==> config.mk <==
export PLATFORM = sky130hd
export DESIGN_NAME = ftc_config_regs
export DESIGN_NICKNAME = d
export VERILOG_FILES = /design/src/ftc_pkg.sv /design/src/ftc_config_regs.sv
export SDC_FILE = /design/constraint.sdc
export NUM_CORES = 1
export LEC_CHECK = 0
export BUFFER_PORTS_ARGS = -buffer_cell sky130_fd_sc_hd__clkbuf_2
export CAP_MARGIN = 0
export CORE_ASPECT_RATIO = 0.75
export CORE_MARGIN = 2
export CORE_UTILIZATION = 52
export DETAILED_ROUTE_END_ITERATION = 6
export PLACE_DENSITY_LB_ADDON = 0.25
export SKIP_CTS_REPAIR_TIMING = 1
export SLEW_MARGIN = 40
export SYNTH_ARGS = -nofsm -noshare
export SYNTH_HDL_FRONTEND = slang
export SYNTH_SLANG_ARGS = --single-unit
==> constraint.sdc <==
create_clock -name clk -period 2.1 [get_ports clk]
set_input_delay 0.42 -clock clk [delete_from_list [all_inputs] [get_ports clk]]
set_output_delay 0.42 -clock clk [all_outputs]
set_load 0.01 [all_outputs]
==> src/ftc_pkg.sv <==
// Package: register map, field layout, reset values and timing for the transaction config block
package ftc_pkg;
    // Register byte offsets on the APB bus
    localparam logic [7:0] OFS_CFG3_NV = 8'h00;
    localparam logic [7:0] OFS_CFG3_V = 8'h04;
    localparam logic [7:0] OFS_CFG4_NV = 8'h08;
    localparam logic [7:0] OFS_CFG4_V = 8'h0c;
    localparam logic [7:0] OFS_STATUS = 8'h10;
    // Transaction config fields
    localparam int LAT_LSB = 6;
    localparam int BLANK_BIT = 5;
    localparam int PBUF_BIT = 4;
    localparam int SMAP_BIT = 3;
    // Burst, ECC and drive config fields
    localparam int DRV_LSB = 5;
    localparam int WRAP_EN_BIT = 4;
    localparam int ECC_BIT = 3;
    localparam int SLEEP_BIT = 2;
    localparam int WRAP_LEN_LSB = 0;
    // Reset values
    localparam logic [7:0] CFG3_RESET = 8'h00;
    localparam logic [7:0] CFG4_RESET = 8'ha8;
    // Fixed latencies and dummy-cycle offsets
    localparam logic [5:0] UID_LATENCY = 6'h20;
    localparam logic [5:0] CRC_LATENCY = 6'h08;
    localparam logic [5:0] OCTAL_LAT_BASE = 6'h03;
    // Program buffer sizes minus one
    localparam logic [8:0] PBUF_LAST_SMALL = 9'h0ff;
    localparam logic [8:0] PBUF_LAST_LARGE = 9'h1ff;
    // Drive codes that alias each other
    localparam logic [2:0] DRV_ALIAS = 3'h4;
    localparam logic [2:0] DRV_CANON = 3'h0;
    // Read transaction kinds for latency lookup
    typedef enum logic [2:0] {
        KIND_ANY_REG,
        KIND_DYN_PROT,
        KIND_STATUS_ID,
        KIND_UNIQUE_ID,
        KIND_CRC_VALUE
    } ftc_kind_type;
    // Power state
    typedef enum logic [1:0] {
        PWR_LOAD,
        PWR_STANDBY,
        PWR_DEEP_SLEEP
    } ftc_pwr_type;
endpackage

==> src/ftc_config_regs.sv <==
// Transaction, burst-wrap, ECC and drive configuration registers with APB access
//
// Overview of operation
// - Two-bit latency code, reset zero, picks dummy cycles for register reads.
// - Octal mode: codes 00..11 give 3, 4, 5, 6 dummy cycles.
// - Single-bit: 0,1,1,2 for any/dynamic reads; 0,0,1,2 for status/id/lock.
// - Unique-identifier read always uses 32 latency cycles.
// - CRC-value read always uses 8 latency cycles.
// - Blank check on: erase of an already blank sector is aborted, except a small-sector erase ignored under the uniform map.
// - Blank check off: every erase runs, except a small-sector erase ignored under the uniform map.
// - Buffer size bit: 0 gives 256 bytes, 1 gives 512 bytes.
// - Program data beyond the buffer size wraps within the buffer.
// - Map bit 0 is hybrid with 4KB sectors; 1 is uniform without them.
// - Hybrid map places the 4KB block at the top or bottom range.
// - Small-sector erase is accepted only with hybrid map, else ignored.
// - Three-bit drive field, reset 101; codes 000 and 100 are the same.
// - Wrap enable: 1 wraps main-array reads, 0 reads sequentially.
// - Wrap length codes 00..11 give 8, 16, 32, 64 byte groups.
// - Wrapped read address increments within the aligned group and loops.
// - ECC bit, reset 1: 0 single correction only, 1 adds double detection.
// - Sleep bit 1 enters deep power-down after power-on, else standby; the load state only ever sees the nonvolatile reset value 0, so standby.
// - Chip-select pulse or hardware reset leaves deep power-down.
`timescale 1ns/1ps
module ftc_config_regs (
    // Clock and reset
    input wire logic clk,
    input wire logic arst_n,
    // APB slave
    input wire logic psel,
    input wire logic penable,
    input wire logic pwrite,
    input wire logic [7:0] paddr,
    input wire logic [31:0] pwdata,
    output logic [31:0] prdata,
    output logic pready,
    output logic pslverr,
    // Link pins from the host
    input wire logic link_clk,
    input wire logic link_cs_n,
    input wire logic hw_reset_n,
    // Register read latency request
    input wire logic lat_start,
    input wire logic [2:0] lat_kind,
    input wire logic octal_mode,
    output logic [5:0] dummy_cycles,
    output logic lat_done,
    // Erase request
    input wire logic erase_req,
    input wire logic erase_small,
    input wire logic sector_blank,
    output logic erase_start,
    output logic erase_abort,
    output logic erase_ignored,
    // Program buffer fill
    input wire logic prog_begin,
    input wire logic prog_byte,
    output logic [8:0] prog_index,
    // Main array burst read
    input wire logic read_begin,
    input wire logic [7:0] read_addr_start,
    input wire logic read_byte,
    output logic [7:0] read_addr,
    // Static configuration outputs
    output logic small_sectors_mapped,
    output logic [2:0] drive_setting,
    output logic ecc_double_detect,
    output logic deep_sleep_state
);
    // Register storage and control state
    logic [7:0] cfg3_nv_reg;
    logic [7:0] cfg3_v_reg;
    logic [7:0] cfg4_nv_reg;
    logic [7:0] cfg4_v_reg;
    ftc_pkg::ftc_pwr_type pwr_reg;
    logic [5:0] lat_count_reg;
    logic lat_busy_reg;
    logic [2:0] cs_sync_reg;
    logic [1:0] hw_sync_reg;
    logic hw_prev_reg;
    logic [2:0] lclk_sync_reg;

    // Field views of the volatile copies, which govern behaviour
    wire [1:0] lat_code = cfg3_v_reg[ftc_pkg::LAT_LSB +: 2];
    wire blank_en = cfg3_v_reg[ftc_pkg::BLANK_BIT];
    wire pbuf_large = cfg3_v_reg[ftc_pkg::PBUF_BIT];
    wire uniform_map = cfg3_v_reg[ftc_pkg::SMAP_BIT];
    wire [2:0] drv_code = cfg4_v_reg[ftc_pkg::DRV_LSB +: 3];
    wire wrap_en = cfg4_v_reg[ftc_pkg::WRAP_EN_BIT];
    wire [1:0] wrap_len = cfg4_v_reg[ftc_pkg::WRAP_LEN_LSB +: 2];

    // APB decode; one wait state, transfer completes on the pready edge
    wire apb_done = psel && penable && pready;
    wire apb_wr = apb_done && pwrite;
    wire hit3n = (paddr == ftc_pkg::OFS_CFG3_NV);
    wire hit3v = (paddr == ftc_pkg::OFS_CFG3_V);
    wire hit4n = (paddr == ftc_pkg::OFS_CFG4_NV);
    wire hit4v = (paddr == ftc_pkg::OFS_CFG4_V);
    wire hitst = (paddr == ftc_pkg::OFS_STATUS);
    wire mapped = hit3n || hit3v || hit4n || hit4v || hitst;
    wire [31:0] status_word = {29'h0, ecc_double_detect, lat_busy_reg,
        (pwr_reg == ftc_pkg::PWR_DEEP_SLEEP)};
    wire [31:0] rd_mux = hit3n ? {24'h0, cfg3_nv_reg} :
        hit3v ? {24'h0, cfg3_v_reg} :
        hit4n ? {24'h0, cfg4_nv_reg} :
        hit4v ? {24'h0, cfg4_v_reg} :
        hitst ? status_word : 32'h0;

    // Volatile write masks: map and sleep bits are read-only in the volatile copy
    wire [7:0] v3_wmask = ~(8'h01 << ftc_pkg::SMAP_BIT);
    wire [7:0] v4_wmask = ~(8'h01 << ftc_pkg::SLEEP_BIT);

    // Link pin events after two-flop synchronisers
    wire cs_pulse = cs_sync_reg[2] && !cs_sync_reg[1] ? 1'b0 :
        (!cs_sync_reg[2] && cs_sync_reg[1]);
    wire hw_reset_evt = hw_prev_reg && !hw_sync_reg[1];
    wire lclk_rise = !lclk_sync_reg[2] && lclk_sync_reg[1];

    // Dummy-cycle lookup from the volatile latency code
    logic [5:0] lat_lookup;
    always_comb begin
        case (ftc_pkg::ftc_kind_type'(lat_kind))
            ftc_pkg::KIND_UNIQUE_ID: lat_lookup = ftc_pkg::UID_LATENCY;
            ftc_pkg::KIND_CRC_VALUE: lat_lookup = ftc_pkg::CRC_LATENCY;
            default: begin
                if (octal_mode) begin
                    lat_lookup = ftc_pkg::OCTAL_LAT_BASE + {4'h0, lat_code};
                end else if (lat_kind == ftc_pkg::KIND_STATUS_ID) begin
                    lat_lookup = {5'h0, lat_code[1]} +
                        {5'h0, lat_code[1] & lat_code[0]};
                end else begin
                    lat_lookup = {5'h0, |lat_code} + {5'h0, &lat_code};
                end
            end
        endcase
    end

    // Erase decisions
    wire small_ok = !erase_small || !uniform_map;
    wire erase_go = erase_req && small_ok && !(blank_en && sector_blank);
    wire erase_stop = erase_req && small_ok && blank_en && sector_blank;

    // Program buffer index wraps at the selected size
    wire [8:0] pbuf_last = pbuf_large ? ftc_pkg::PBUF_LAST_LARGE :
        ftc_pkg::PBUF_LAST_SMALL;
    wire [8:0] pidx_inc = (prog_index + 9'h001) & pbuf_last;

    // Burst address step, aligned group mask from the wrap length
    wire [7:0] wrap_mask = (8'h08 << wrap_len) - 8'h01;
    wire [7:0] addr_inc = read_addr + 8'h01;
    wire [7:0] addr_step = wrap_en ? ((read_addr & ~wrap_mask) | (addr_inc & wrap_mask)) :
        addr_inc;

    // APB response; unmapped addresses answer with an error and zero data
    always_ff @(posedge clk or negedge arst_n) begin
        if (!arst_n) begin
            pready <= 1'b0;
            prdata <= 32'h0;
            pslverr <= 1'b0;
        end else begin
            pready <= psel && penable && !pready;
            prdata <= (psel && penable && !pready) ? rd_mux : prdata;
            pslverr <= psel && penable && !pready && !mapped;
        end
    end

    // Nonvolatile copies: written only by software; reserved bits kept as written
    always_ff @(posedge clk or negedge arst_n) begin
        if (!arst_n) begin
            cfg3_nv_reg <= ftc_pkg::CFG3_RESET;
            cfg4_nv_reg <= ftc_pkg::CFG4_RESET;
        end else begin
            if (apb_wr && hit3n) begin
                cfg3_nv_reg <= pwdata[7:0];
            end
            if (apb_wr && hit4n) begin
                cfg4_nv_reg <= pwdata[7:0];
            end
        end
    end

    // Volatile copies: reloaded from nonvolatile on power-on and hardware reset
    always_ff @(posedge clk or negedge arst_n) begin
        if (!arst_n) begin
            cfg3_v_reg <= ftc_pkg::CFG3_RESET;
            cfg4_v_reg <= ftc_pkg::CFG4_RESET;
        end else if (pwr_reg == ftc_pkg::PWR_LOAD || hw_reset_evt) begin
            cfg3_v_reg <= cfg3_nv_reg;
            cfg4_v_reg <= cfg4_nv_reg;
        end else begin
            if (apb_wr && hit3v) begin
                cfg3_v_reg <= (pwdata[7:0] & v3_wmask) | (cfg3_v_reg & ~v3_wmask);
            end
            if (apb_wr && hit4v) begin
                cfg4_v_reg <= (pwdata[7:0] & v4_wmask) | (cfg4_v_reg & ~v4_wmask);
            end
        end
    end

    // Synchronisers for chip select, hardware reset and link clock
    always_ff @(posedge clk or negedge arst_n) begin
        if (!arst_n) begin
            cs_sync_reg <= 3'h7;
            hw_sync_reg <= 2'h3;
            hw_prev_reg <= 1'b1;
            lclk_sync_reg <= 3'h0;
        end else begin
            cs_sync_reg <= {cs_sync_reg[1:0], link_cs_n};
            hw_sync_reg <= {hw_sync_reg[0], hw_reset_n};
            hw_prev_reg <= hw_sync_reg[1];
            lclk_sync_reg <= {lclk_sync_reg[1:0], link_clk};
        end
    end

    // Power state; the load state runs once after reset release
    always_ff @(posedge clk or negedge arst_n) begin
        if (!arst_n) begin
            pwr_reg <= ftc_pkg::PWR_LOAD;
        end else begin
            case (pwr_reg)
                ftc_pkg::PWR_LOAD: begin
                    pwr_reg <= cfg4_nv_reg[ftc_pkg::SLEEP_BIT] ?
                        ftc_pkg::PWR_DEEP_SLEEP : ftc_pkg::PWR_STANDBY;
                end
                ftc_pkg::PWR_DEEP_SLEEP: begin
                    if (cs_pulse || hw_reset_evt) begin
                        pwr_reg <= ftc_pkg::PWR_STANDBY;
                    end
                end
                default: begin
                    pwr_reg <= ftc_pkg::PWR_STANDBY;
                end
            endcase
        end
    end

    // Dummy-cycle counter paced by link clock rising edges
    always_ff @(posedge clk or negedge arst_n) begin
        if (!arst_n) begin
            dummy_cycles <= 6'h0;
            lat_count_reg <= 6'h0;
            lat_busy_reg <= 1'b0;
            lat_done <= 1'b0;
        end else if (lat_start) begin
            dummy_cycles <= lat_lookup;
            lat_count_reg <= lat_lookup;
            lat_busy_reg <= 1'b1;
            lat_done <= 1'b0;
        end else begin
            lat_done <= lat_busy_reg && (lat_count_reg == 6'h0);
            lat_busy_reg <= lat_busy_reg && (lat_count_reg != 6'h0);
            if (lat_busy_reg && lclk_rise && lat_count_reg != 6'h0) begin
                lat_count_reg <= lat_count_reg - 6'h01;
            end
        end
    end

    // Erase strobes, one cycle each
    always_ff @(posedge clk or negedge arst_n) begin
        if (!arst_n) begin
            erase_start <= 1'b0;
            erase_abort <= 1'b0;
            erase_ignored <= 1'b0;
        end else begin
            erase_start <= erase_go;
            erase_abort <= erase_stop;
            erase_ignored <= erase_req && !small_ok;
        end
    end

    // Program index and burst read address
    always_ff @(posedge clk or negedge arst_n) begin
        if (!arst_n) begin
            prog_index <= 9'h0;
            read_addr <= 8'h0;
        end else begin
            if (prog_begin) begin
                prog_index <= 9'h0;
            end else if (prog_byte) begin
                prog_index <= pidx_inc;
            end
            if (read_begin) begin
                read_addr <= read_addr_start;
            end else if (read_byte) begin
                read_addr <= addr_step;
            end
        end
    end

    // Static outputs; 4KB block placement itself belongs to the sector decoder
    always_ff @(posedge clk or negedge arst_n) begin
        if (!arst_n) begin
            small_sectors_mapped <= 1'b0;
            drive_setting <= 3'h0;
            ecc_double_detect <= 1'b0;
            deep_sleep_state <= 1'b0;
        end else begin
            small_sectors_mapped <= !uniform_map;
            drive_setting <= (drv_code == ftc_pkg::DRV_ALIAS) ? ftc_pkg::DRV_CANON :
                drv_code;
            ecc_double_detect <= cfg4_v_reg[ftc_pkg::ECC_BIT];
            deep_sleep_state <= (pwr_reg == ftc_pkg::PWR_DEEP_SLEEP);
        end
    end

    // Checks on the block's own behaviour
    property p_octal_lat;
        @(posedge clk) disable iff (!arst_n)
        lat_start && octal_mode && lat_kind == 3'h0 |=>
            dummy_cycles == 6'h03 + {4'h0, $past(lat_code)};
    endproperty
    a_octal_lat: assert property (p_octal_lat) else $error("octal latency wrong");
    property p_uid_lat;
        @(posedge clk) disable iff (!arst_n)
        lat_start && lat_kind == 3'h3 |=> dummy_cycles == 6'h20;
    endproperty
    a_uid_lat: assert property (p_uid_lat) else $error("unique id latency wrong");
    property p_crc_lat;
        @(posedge clk) disable iff (!arst_n)
        lat_start && lat_kind == 3'h4 |=> dummy_cycles == 6'h08;
    endproperty
    a_crc_lat: assert property (p_crc_lat) else $error("crc latency wrong");
    property p_single_status;
        @(posedge clk) disable iff (!arst_n)
        lat_start && !octal_mode && lat_kind == 3'h2 && lat_code == 2'h2 |=>
            dummy_cycles == 6'h01;
    endproperty
    a_single_status: assert property (p_single_status) else $error("status latency wrong");
    property p_blank_abort;
        @(posedge clk) disable iff (!arst_n)
        erase_req && blank_en && sector_blank && !erase_small |=> erase_abort && !erase_start;
    endproperty
    a_blank_abort: assert property (p_blank_abort) else $error("blank erase not aborted");
    property p_no_check;
        @(posedge clk) disable iff (!arst_n)
        erase_req && !blank_en && !erase_small |=> erase_start;
    endproperty
    a_no_check: assert property (p_no_check) else $error("erase not started");
    property p_small_ignored;
        @(posedge clk) disable iff (!arst_n)
        erase_req && erase_small && uniform_map |=> erase_ignored && !erase_start && !erase_abort;
    endproperty
    a_small_ignored: assert property (p_small_ignored) else $error("small erase accepted");
    property p_pbuf_wrap;
        @(posedge clk) disable iff (!arst_n)
        prog_byte && !prog_begin && !pbuf_large && prog_index == 9'h0ff |=> prog_index == 9'h0;
    endproperty
    a_pbuf_wrap: assert property (p_pbuf_wrap) else $error("buffer did not wrap");
    property p_wrap8;
        @(posedge clk) disable iff (!arst_n)
        read_byte && !read_begin && wrap_en && wrap_len == 2'h0 && read_addr[2:0] == 3'h7 |=>
            read_addr == {$past(read_addr[7:3]), 3'h0};
    endproperty
    a_wrap8: assert property (p_wrap8) else $error("8-byte wrap wrong");
    property p_drive_alias;
        @(posedge clk) disable iff (!arst_n)
        drv_code == 3'h4 |=> drive_setting == 3'h0;
    endproperty
    a_drive_alias: assert property (p_drive_alias) else $error("drive alias wrong");
    property p_wake;
        @(posedge clk) disable iff (!arst_n)
        pwr_reg == ftc_pkg::PWR_DEEP_SLEEP && cs_pulse |=> ##1 !deep_sleep_state;
    endproperty
    a_wake: assert property (p_wake) else $error("no wake from deep sleep");
    property p_load;
        @(posedge clk) disable iff (!arst_n)
        hw_reset_evt |=> cfg3_v_reg == $past(cfg3_nv_reg) && cfg4_v_reg == $past(cfg4_nv_reg);
    endproperty
    a_load: assert property (p_load) else $error("volatile copy not reloaded");
endmodule

==> results of run 1 <==
==> power by group <==
group          switching (uW)  internal, uW  leakage (uW)
Combinational             335           240       0.00144
Sequential                109          1910       0.00115
Clock                     627           797      0.000127
Total                    1070          2950       0.00271
==> worst max-delay path, stage by stage (launching register included) <==
cell	delay (ns)
dfrtp_1	0.40
inv_1	0.10
ha_1	0.22
nor2b_1	0.16
a21oi_1	0.38
or3b_2	0.48
a21oi_1	0.14
==> layout make-up <==
type,instances,area share
Clock buffer,13,0.0453
Multi-Input combinational cell,300,0.371
Tap cell,108,0.0255
Timing Repair Buffer,103,0.106
Inverter,17,0.0120
Clock inverter,3,0.00283
Sequential cell,92,0.437
==> synth_stat cells (8+ instances only) <==
library cell / n
buf_4: 25
clkbuf_1: 12
dfstp_2: 12
mux2i_1: 24
dfrtp_1: 80
nand2_1: 40
inv_1: 17
mux2_2: 21
nor2_1: 38
ha_1: 8
a31oi_1: 9
a21oi_1: 22
o21ai_0: 18
==> kinds of logic after synthesis <==
logic type,Yosys count,share of synthesized area
and+or+nand+nor,133,0.155
buffers and inverters,58,0.0723
AOI/OAI and AO/OA,76,0.107
muxes,45,0.105
adders and majority gates,8,0.0221
DFF,92,0.513
other,1,0.000830
xor gates and xnor gates,13,0.0252
==> through the flow <==
step / total power, uW / util / instances / hold slack (ns) / cell area (um^2)
after floorplan: 2410 / - / 450 / 0.124 / 4610
after global routing: 4230 / 0.627 / 636 / 0.0525 / 5300
final: 4020 / 0.627 / 636 / 0.0323 / 5300
after CTS: 4070 / 0.627 / 636 / 0.0426 / 5300
after detailed placement: 2630 / 0.597 / 620 / 0.336 / 5040
after global placement: 2600 / 0.597 / 620 / 0.336 / 5040
==> layer usage <==
layer	track usage	wire [um]
met1	0.285	4320
met3	0.0643	601
met5	0	0
met2	0.333	4540
met4	0.0718	64
==> final timing paths <==
| kind | end | slack (ns) | cells past startpoint |
|---|---|---|---|
| max in group asynchronous | cfg4_nv_reg[3]$_DFFE_PN1P_ | 1.39 | 2 |
| min reg2reg | lclk_sync_reg[1]$_DFF_PN0_ | 0.35 | 0 |
| min | pwr_reg[0]$_DFFE_PN0P_ | 0.03 | 1 |
| max | lat_count_reg[4]$_DFFE_PN0P_ | 0.16 | 6 |
| max reg2reg | lat_count_reg[4]$_DFFE_PN0P_ | 0.16 | 6 |
| min in group clk | hw_sync_reg[0]$_DFF_PN1_ | 0.16 | 1 |
==> flow_summary.json, run 1 <==
{
  "nets": 599,
  "worstSetupStartpoint": "lat_count_reg[0]$_DFFE_PN0P_",
  "die-area_mm2": 0.00946,
  "tns_ns": 0,
  "worst_pin_slew_ns": 0.521,
  "p_per_area_mw_per_mm2": 759,
  "layout_commonest_cell": "clkbuf_2",
  "finalWirelength_mm": 9.53,
  "r2r_start": "lat_count_reg[0]$_DFFE_PN0P_",
  "critPathMaxFanout": 6,
  "portBuffers": 85,
  "ys_async_sr_fraction": 1.00,
  "clk_pin_slew_ns": 0.06,
  "route.vias.total": 3386,
  "clock_latency_ns": 0.34,
  "grt_max_degree": 38,
  "worst_ep_required_time_ns": 2.36,
  "min_period_over_period": 0.924,
  "antenna_cells": 0,
  "ir_worst_vdd_mv": 0.662,
  "synth_warnings": 0,
  "fin_ws_ns": 0.159,
  "worstPathArrival_ns": 2.20,
  "hp-class": "in -> async",
  "initialDrtViolationCount": 136,
  "grt.overflow.total": 0,
  "setup_viol": 0,
  "wl_per_cell_um": 15.0,
  "synthCells": 426,
  "run_status": "complete, no violations",
  "drt_pass1_iterations": 4,
  "finalMaxSlewViolations": 0,
  "synth.top_cell.area_share": 0.443,
  "critPathLaunchType": "flop",
  "synth_seq_cells": 92,
  "synth-edff-count": 0,
  "syn_area_mm2": 0.00452,
  "rsz0062_at_grt": "false",
  "antenna_left": 0,
  "drive_gt1_frac": 0.303,
  "yosysSeqAreaShare": 0.513,
  "crit_type": "reg -> reg",
  "synth.distinct_cells": 51,
  "synthTopCellsByArea": "dfrtp_1 (44%), dfstp_2 (7.0%), mux2i_1 (5.3%)",
  "htree_levels": 3,
  "maxSlewHeadroom": 0.644,
  "cap_violations": 0,
  "cts_tree": "yes",
  "die_w_um": 112,
  "rows": 29,
  "dp_hpwl_mm": 6.96,
  "cp-end-kind": "flop",
  "grt_pass1_wl_mm": 15.7,
  "grtUsageTotal": 0.212,
  "vias_per_cell": 5.32,
  "largest_register_ffs": 9,
  "cts_buffer_depth": 2,
  "fillCellCount": 707,
  "core_area_mm2": 0.00845,
  "fmax_mhz": 515,
  "syn_to_final_growth_pct": 17.3,
  "final_cell_mix": "clkbuf_2 (84), dfrtp_1 (80), nand2_1 (40), nor2_1 (38), conb_1 (25)",
  "drc": 0,
  "pre_cts_slack_ns": 0.0443,
  "numCtsBuffers": 9,
  "die_y_um": 84.7,
  "pin_count": 135,
  "min_period_ns": 1.94,
  "yosys.area.top_type": "dfrtp_1",
  "clockRootBuffer": "clkbuf_16",
  "clock-sinks": 92,
  "regArea_mm2": 0.00232,
  "hold_viol_final": 0,
  "avgSynthCellArea_um2": 10.6,
  "start_util": 0.535,
  "globalplace.congestion": 0.872,
  "grt_pass1_vias": 3227,
  "antenna_found_initial": 0,
  "p_leak_uw": 0.00271,
  "largest-register": "prog_index",
  "ys.flop_type": "dfrtp_1",
  "multiInputGateArea_mm2": 0.00197,
  "fin_worst_skew_ns": 0.00667
}
No activity file was read; power rests on OpenSTA's default activity.
==> run 2, diff against run 1 <==
--- a/constraint.sdc
+++ b/constraint.sdc
@@ -3,2 +3,2 @@
 set_output_delay 0.42 -clock clk [all_outputs]
-set_load 0.01 [all_outputs]
+set_load 0.1 [all_outputs]
==> flow_summary.json, run 2 (synthesized netlist as in run 1, its figures left out) <==
{
  "cap_violations": 0,
  "run_status": "complete, no violations",
  "finalMaxSlewViolations": 0,
  "fin_ws_ns": 0.174,
  "fillCellCount": 691,
  "clockRootBuffer": "clkbuf_16",
  "final_cell_mix": "clkbuf_2 (84), dfrtp_1 (78), nand2_1 (40), nor2_1 (38), conb_1 (25)",
  "largest-register": "prog_index",
  "worstPathArrival_ns": 2.19,
  "antenna_found_initial": 0,
  "pre_cts_slack_ns": 0.0685,
  "p_per_area_mw_per_mm2": 912,
  "dp_hpwl_mm": 6.62,
  "regArea_mm2": 0.00232,
  "vias_per_cell": 5.35,
  "die-area_mm2": 0.00946,
  "critPathLaunchType": "flop",
  "clock_latency_ns": 0.35,
  "maxSlewHeadroom": 0.630,
  "crit_type": "reg -> reg",
  "r2r_start": "lat_count_reg[0]$_DFFE_PN0P_",
  "hp-class": "in -> reg",
  "wl_per_cell_um": 14.5,
  "dp_cells": 617,
  "clock-sinks": 92,
  "cp-end-kind": "flop",
  "antenna_left": 0,
  "rows": 29,
  "cts_tree": "yes",
  "htree_levels": 3,
  "die_w_um": 112,
  "tns_ns": 0,
  "min_period_ns": 1.93,
  "numCtsBuffers": 9,
  "cts_buffer_depth": 2,
  "globalplace.congestion": 0.923,
  "placed_cell_area_mm2": 0.00504,
  "syn_to_final_growth_pct": 18.1,
  "start_util": 0.535,
  "antenna_cells": 0,
  "drt_pass1_iterations": 4,
  "p_leak_uw": 0.00272,
  "route.vias.total": 3390,
  "grt.overflow.total": 0,
  "finalWirelength_mm": 9.18,
  "hp-start": "link_cs_n",
  "grt_pass1_wl_mm": 15.4,
  "layout_commonest_cell": "clkbuf_2",
  "drc": 0,
  "drive_gt1_frac": 0.310,
  "fin_area_mm2": 0.00534,
  "nets": 597,
  "rsz0062_at_grt": "false",
  "worstSetupStartpoint": "lat_count_reg[0]$_DFFE_PN0P_",
  "worst_pin_slew_ns": 0.551,
  "setup_viol": 0,
  "grt_max_degree": 55,
  "instances_no_fill": 634,
  "pin_count": 135,
  "grtUsageTotal": 0.208,
  "largest_register_ffs": 9,
  "multiInputGateArea_mm2": 0.00197,
  "fin_worst_skew_ns": 0.00659,
  "worst_hold_slack_ns": 0.156,
  "ir_worst_vdd_mv": 0.660,
  "fmax_mhz": 519,
  "hold_viol_final": 0,
  "clk_pin_slew_ns": 0.06,
  "grt_pass1_vias": 3150,
  "die_y_um": 84.7,
  "min_period_over_period": 0.917,
  "core_area_mm2": 0.00845,
  "critPathMaxFanout": 6,
  "worst_ep_required_time_ns": 2.37,
  "initialDrtViolationCount": 210,
  "portBuffers": 85
}
-- run 2: cell types whose count changed in the layout (fill, tap and decap cells not counted) --
cell	before	now
buf_12	0	1
buf_4	19	15
bufinv_16	0	1
clkbuf_1	4	0
clkinv_2	3	4
clkinvlp_4	0	1
dfrtp_1	80	78
dfrtp_2	0	2
dlygate4sd3_1	0	1
inv_6	0	1
-- run 2: layer usage --
metal,GRT usage,share of wire,vias up
li1,-,-,1641
met1,0.295,0.47,1609
met2,0.309,0.44,119
met3,0.0664,0.068,21
met4,0.0662,0.018,0
met5,0,0,-
-- run 2: area by class of cell --
cell class	instances	share of cell area
well taps	108	0.0253
clock inverters	7	0.0124
inverters	17	0.0120
multi-input cells	300	0.368
repair buffers	101	0.105
flip-flops and latches	92	0.434
clock buffers	9	0.0422
-- run 2: path summary, 6_finish.rpt --
path | to | slack, ns | cells past startpoint
min | cs_sync_reg[0]$_DFF_PN1_ | 0.16 | 1
min reg2reg | lclk_sync_reg[1]$_DFF_PN0_ | 0.34 | 0
max in group asynchronous | prog_index[0]$_DFFE_PN0P_ | 1.03 | 3
max reg2reg | lat_count_reg[4]$_DFFE_PN0P_ | 0.17 | 6
min in group asynchronous | pwr_reg[0]$_DFFE_PN0P_ | 0.44 | 2
max | lat_count_reg[4]$_DFFE_PN0P_ | 0.17 | 6
-- run 2: power by group --
part	leakage (uW)	switching [uW]	internal, uW	total [uW]
combinational	0.00143	1010	239	1240
clock	0.000145	687	918	1600
sequential	0.00114	107	1910	2020
-- run 2: through the flow --
stage | utilization | power, uW
2_1_floorplan | - | 3070
3_3_place_gp | 0.596 | 3270
3_5_place_dp | 0.596 | 3300
4_1_cts | 0.630 | 4900
5_1_grt | 0.631 | 5080
6_report | 0.631 | 4870
-- run 2: worst max-delay path: stages, from the launching register on --
cell and delay (ns):
dfrtp_1 0.39, inv_1 0.09, ha_1 0.20, nor2b_1 0.15, a21oi_1 0.40, or3b_2 0.48, a21oi_1 0.14
==> run 3, diff against run 2 <==
- BUFFER_PORTS_ARGS: -buffer_cell sky130_fd_sc_hd__clkbuf_2 -> -buffer_cell sky130_fd_sc_hd__buf_4
==> flow_summary.json, run 3 (synthesized netlist as in run 1, its figures left out) <==
{
  "ir_worst_vdd_mv": 0.664,
  "grt.overflow.total": 0,
  "die-area_mm2": 0.00946,
  "power_uw": 4830,
  "wl_per_cell_um": 15.1,
  "vias_per_cell": 5.36,
  "p_per_area_mw_per_mm2": 872,
  "fillCellCount": 685,
  "htree_levels": 3,
  "multiInputGateArea_mm2": 0.00197,
  "postLayoutCoreUtil": 0.655,
  "fin_worst_skew_ns": 0.00573,
  "grt_pass1_vias": 3214,
  "run_status": "complete, no violations",
  "die_w_um": 112,
  "grtUsageTotal": 0.212,
  "worstPathArrival_ns": 2.21,
  "r2r_slack_ns": 0.16,
  "grt_max_degree": 55,
  "finalMaxSlewViolations": 0,
  "cts_tree": "yes",
  "start_util": 0.535,
  "final_cell_mix": "buf_4 (100), dfrtp_1 (78), nand2_1 (40), nor2_1 (38), conb_1 (25)",
  "worst_hold_slack_ns": 0.184,
  "initialDrtViolationCount": 199,
  "drc": 0,
  "die_y_um": 84.7,
  "fin_ws_ns": 0.161,
  "worst_ep_required_time_ns": 2.37,
  "clockRootBuffer": "clkbuf_16",
  "nets": 598,
  "p_leak_uw": 0.00277,
  "rsz0062_at_grt": "false",
  "drt_pass1_iterations": 4,
  "critPathLaunchType": "flop",
  "largest_register_ffs": 9,
  "min_period_ns": 1.94,
  "antenna_cells": 0,
  "cts_buffer_depth": 2,
  "hold_viol_final": 0,
  "core_area_mm2": 0.00845,
  "pre_cts_slack_ns": 0.0335,
  "finalWirelength_mm": 9.62,
  "grt_pass1_wl_mm": 15.7,
  "regArea_mm2": 0.00232,
  "numCtsBuffers": 9,
  "syn_to_final_growth_pct": 22.5,
  "globalplace.congestion": 0.860,
  "antenna_found_initial": 0,
  "portBuffers": 85,
  "clock_latency_ns": 0.34,
  "cp-end-kind": "flop",
  "fmax_mhz": 516,
  "cap_violations": 0,
  "critPathMaxFanout": 6,
  "tns_ns": 0,
  "hp-class": "in -> reg",
  "drive_gt1_frac": 0.309,
  "clock-sinks": 92,
  "layout_commonest_cell": "buf_4",
  "worst_pin_slew_ns": 0.576,
  "clk_pin_slew_ns": 0.07,
  "route.vias.total": 3403,
  "rows": 29,
  "crit_type": "reg -> reg",
  "maxSlewHeadroom": 0.613,
  "dp_hpwl_mm": 6.95,
  "pin_count": 135,
  "antenna_left": 0,
  "largest-register": "prog_index",
  "setup_viol": 0,
  "min_period_over_period": 0.923
}
-- run 3: changes by cell type in the layout (fill, tap and decap cells not counted), sizes merged --
cell / previous run / this run
bufinv: 1 / 0
inv: 18 / 17
clkbuf: 93 / 11
buf: 16 / 101
-- run 3: path summary, 6_finish.rpt --
path	depth (start not counted)	end	startpoint
worst min register to register	0	lclk_sync_reg[1]$_DFF_PN0_	lclk_sync_reg[0]$_DFF_PN0_
worst max register to register	6	lat_count_reg[4]$_DFFE_PN0P_	lat_count_reg[0]$_DFFE_PN0P_
min in group asynchronous	2	pwr_reg[1]$_DFFE_PN0P_	arst_n
max in group asynchronous	3	cfg4_v_reg[5]$_DFFE_PN1P_	arst_n
worst min-delay path	1	cs_sync_reg[0]$_DFF_PN1_	link_cs_n
worst max-delay path	6	lat_count_reg[4]$_DFFE_PN0P_	lat_count_reg[0]$_DFFE_PN0P_
-- run 3: layer usage --
| layer | share of wire | GRT usage | up-vias |
|---|---|---|---|
| met2 | 0.47 | 0.322 | 106 |
| met1 | 0.46 | 0.300 | 1655 |
| met4 | 0.010 | 0.0673 | 0 |
| met5 | 0 | 0 | - |
| met3 | 0.063 | 0.0556 | 10 |
| li1 | - | - | 1632 |
-- run 3: critical path, stage by stage (launching register included) --
cell     delay, ns
dfrtp_1       0.40
inv_1         0.10
ha_1          0.21
nor2b_1       0.15
a21oi_1       0.37
or3b_2        0.48
a21oi_1       0.15
-- run 3: final cells by class --
type                    instances  area share
multi-input cells             300       0.355
clock inverters                 5     0.00497
clock buffers                  11      0.0439
inverters                      17      0.0115
flip-flops and latches         92       0.419
repair buffers                102       0.141
well taps                     108      0.0244
-- run 3: where the power goes --
part	leakage [uW]	switching (uW)	total (uW)	internal, uW
Sequential	0.00114	110	2020	1910
Combinational	0.00150	1010	1310	307
Clock	0.000135	663	1490	826
-- run 3: metrics by stage --
stage,instances,cell area [um^2]
after floorplan,450,4610
after global placement,618,5260
after detailed placement,618,5260
after CTS,634,5530
after global routing,635,5540
final,635,5540
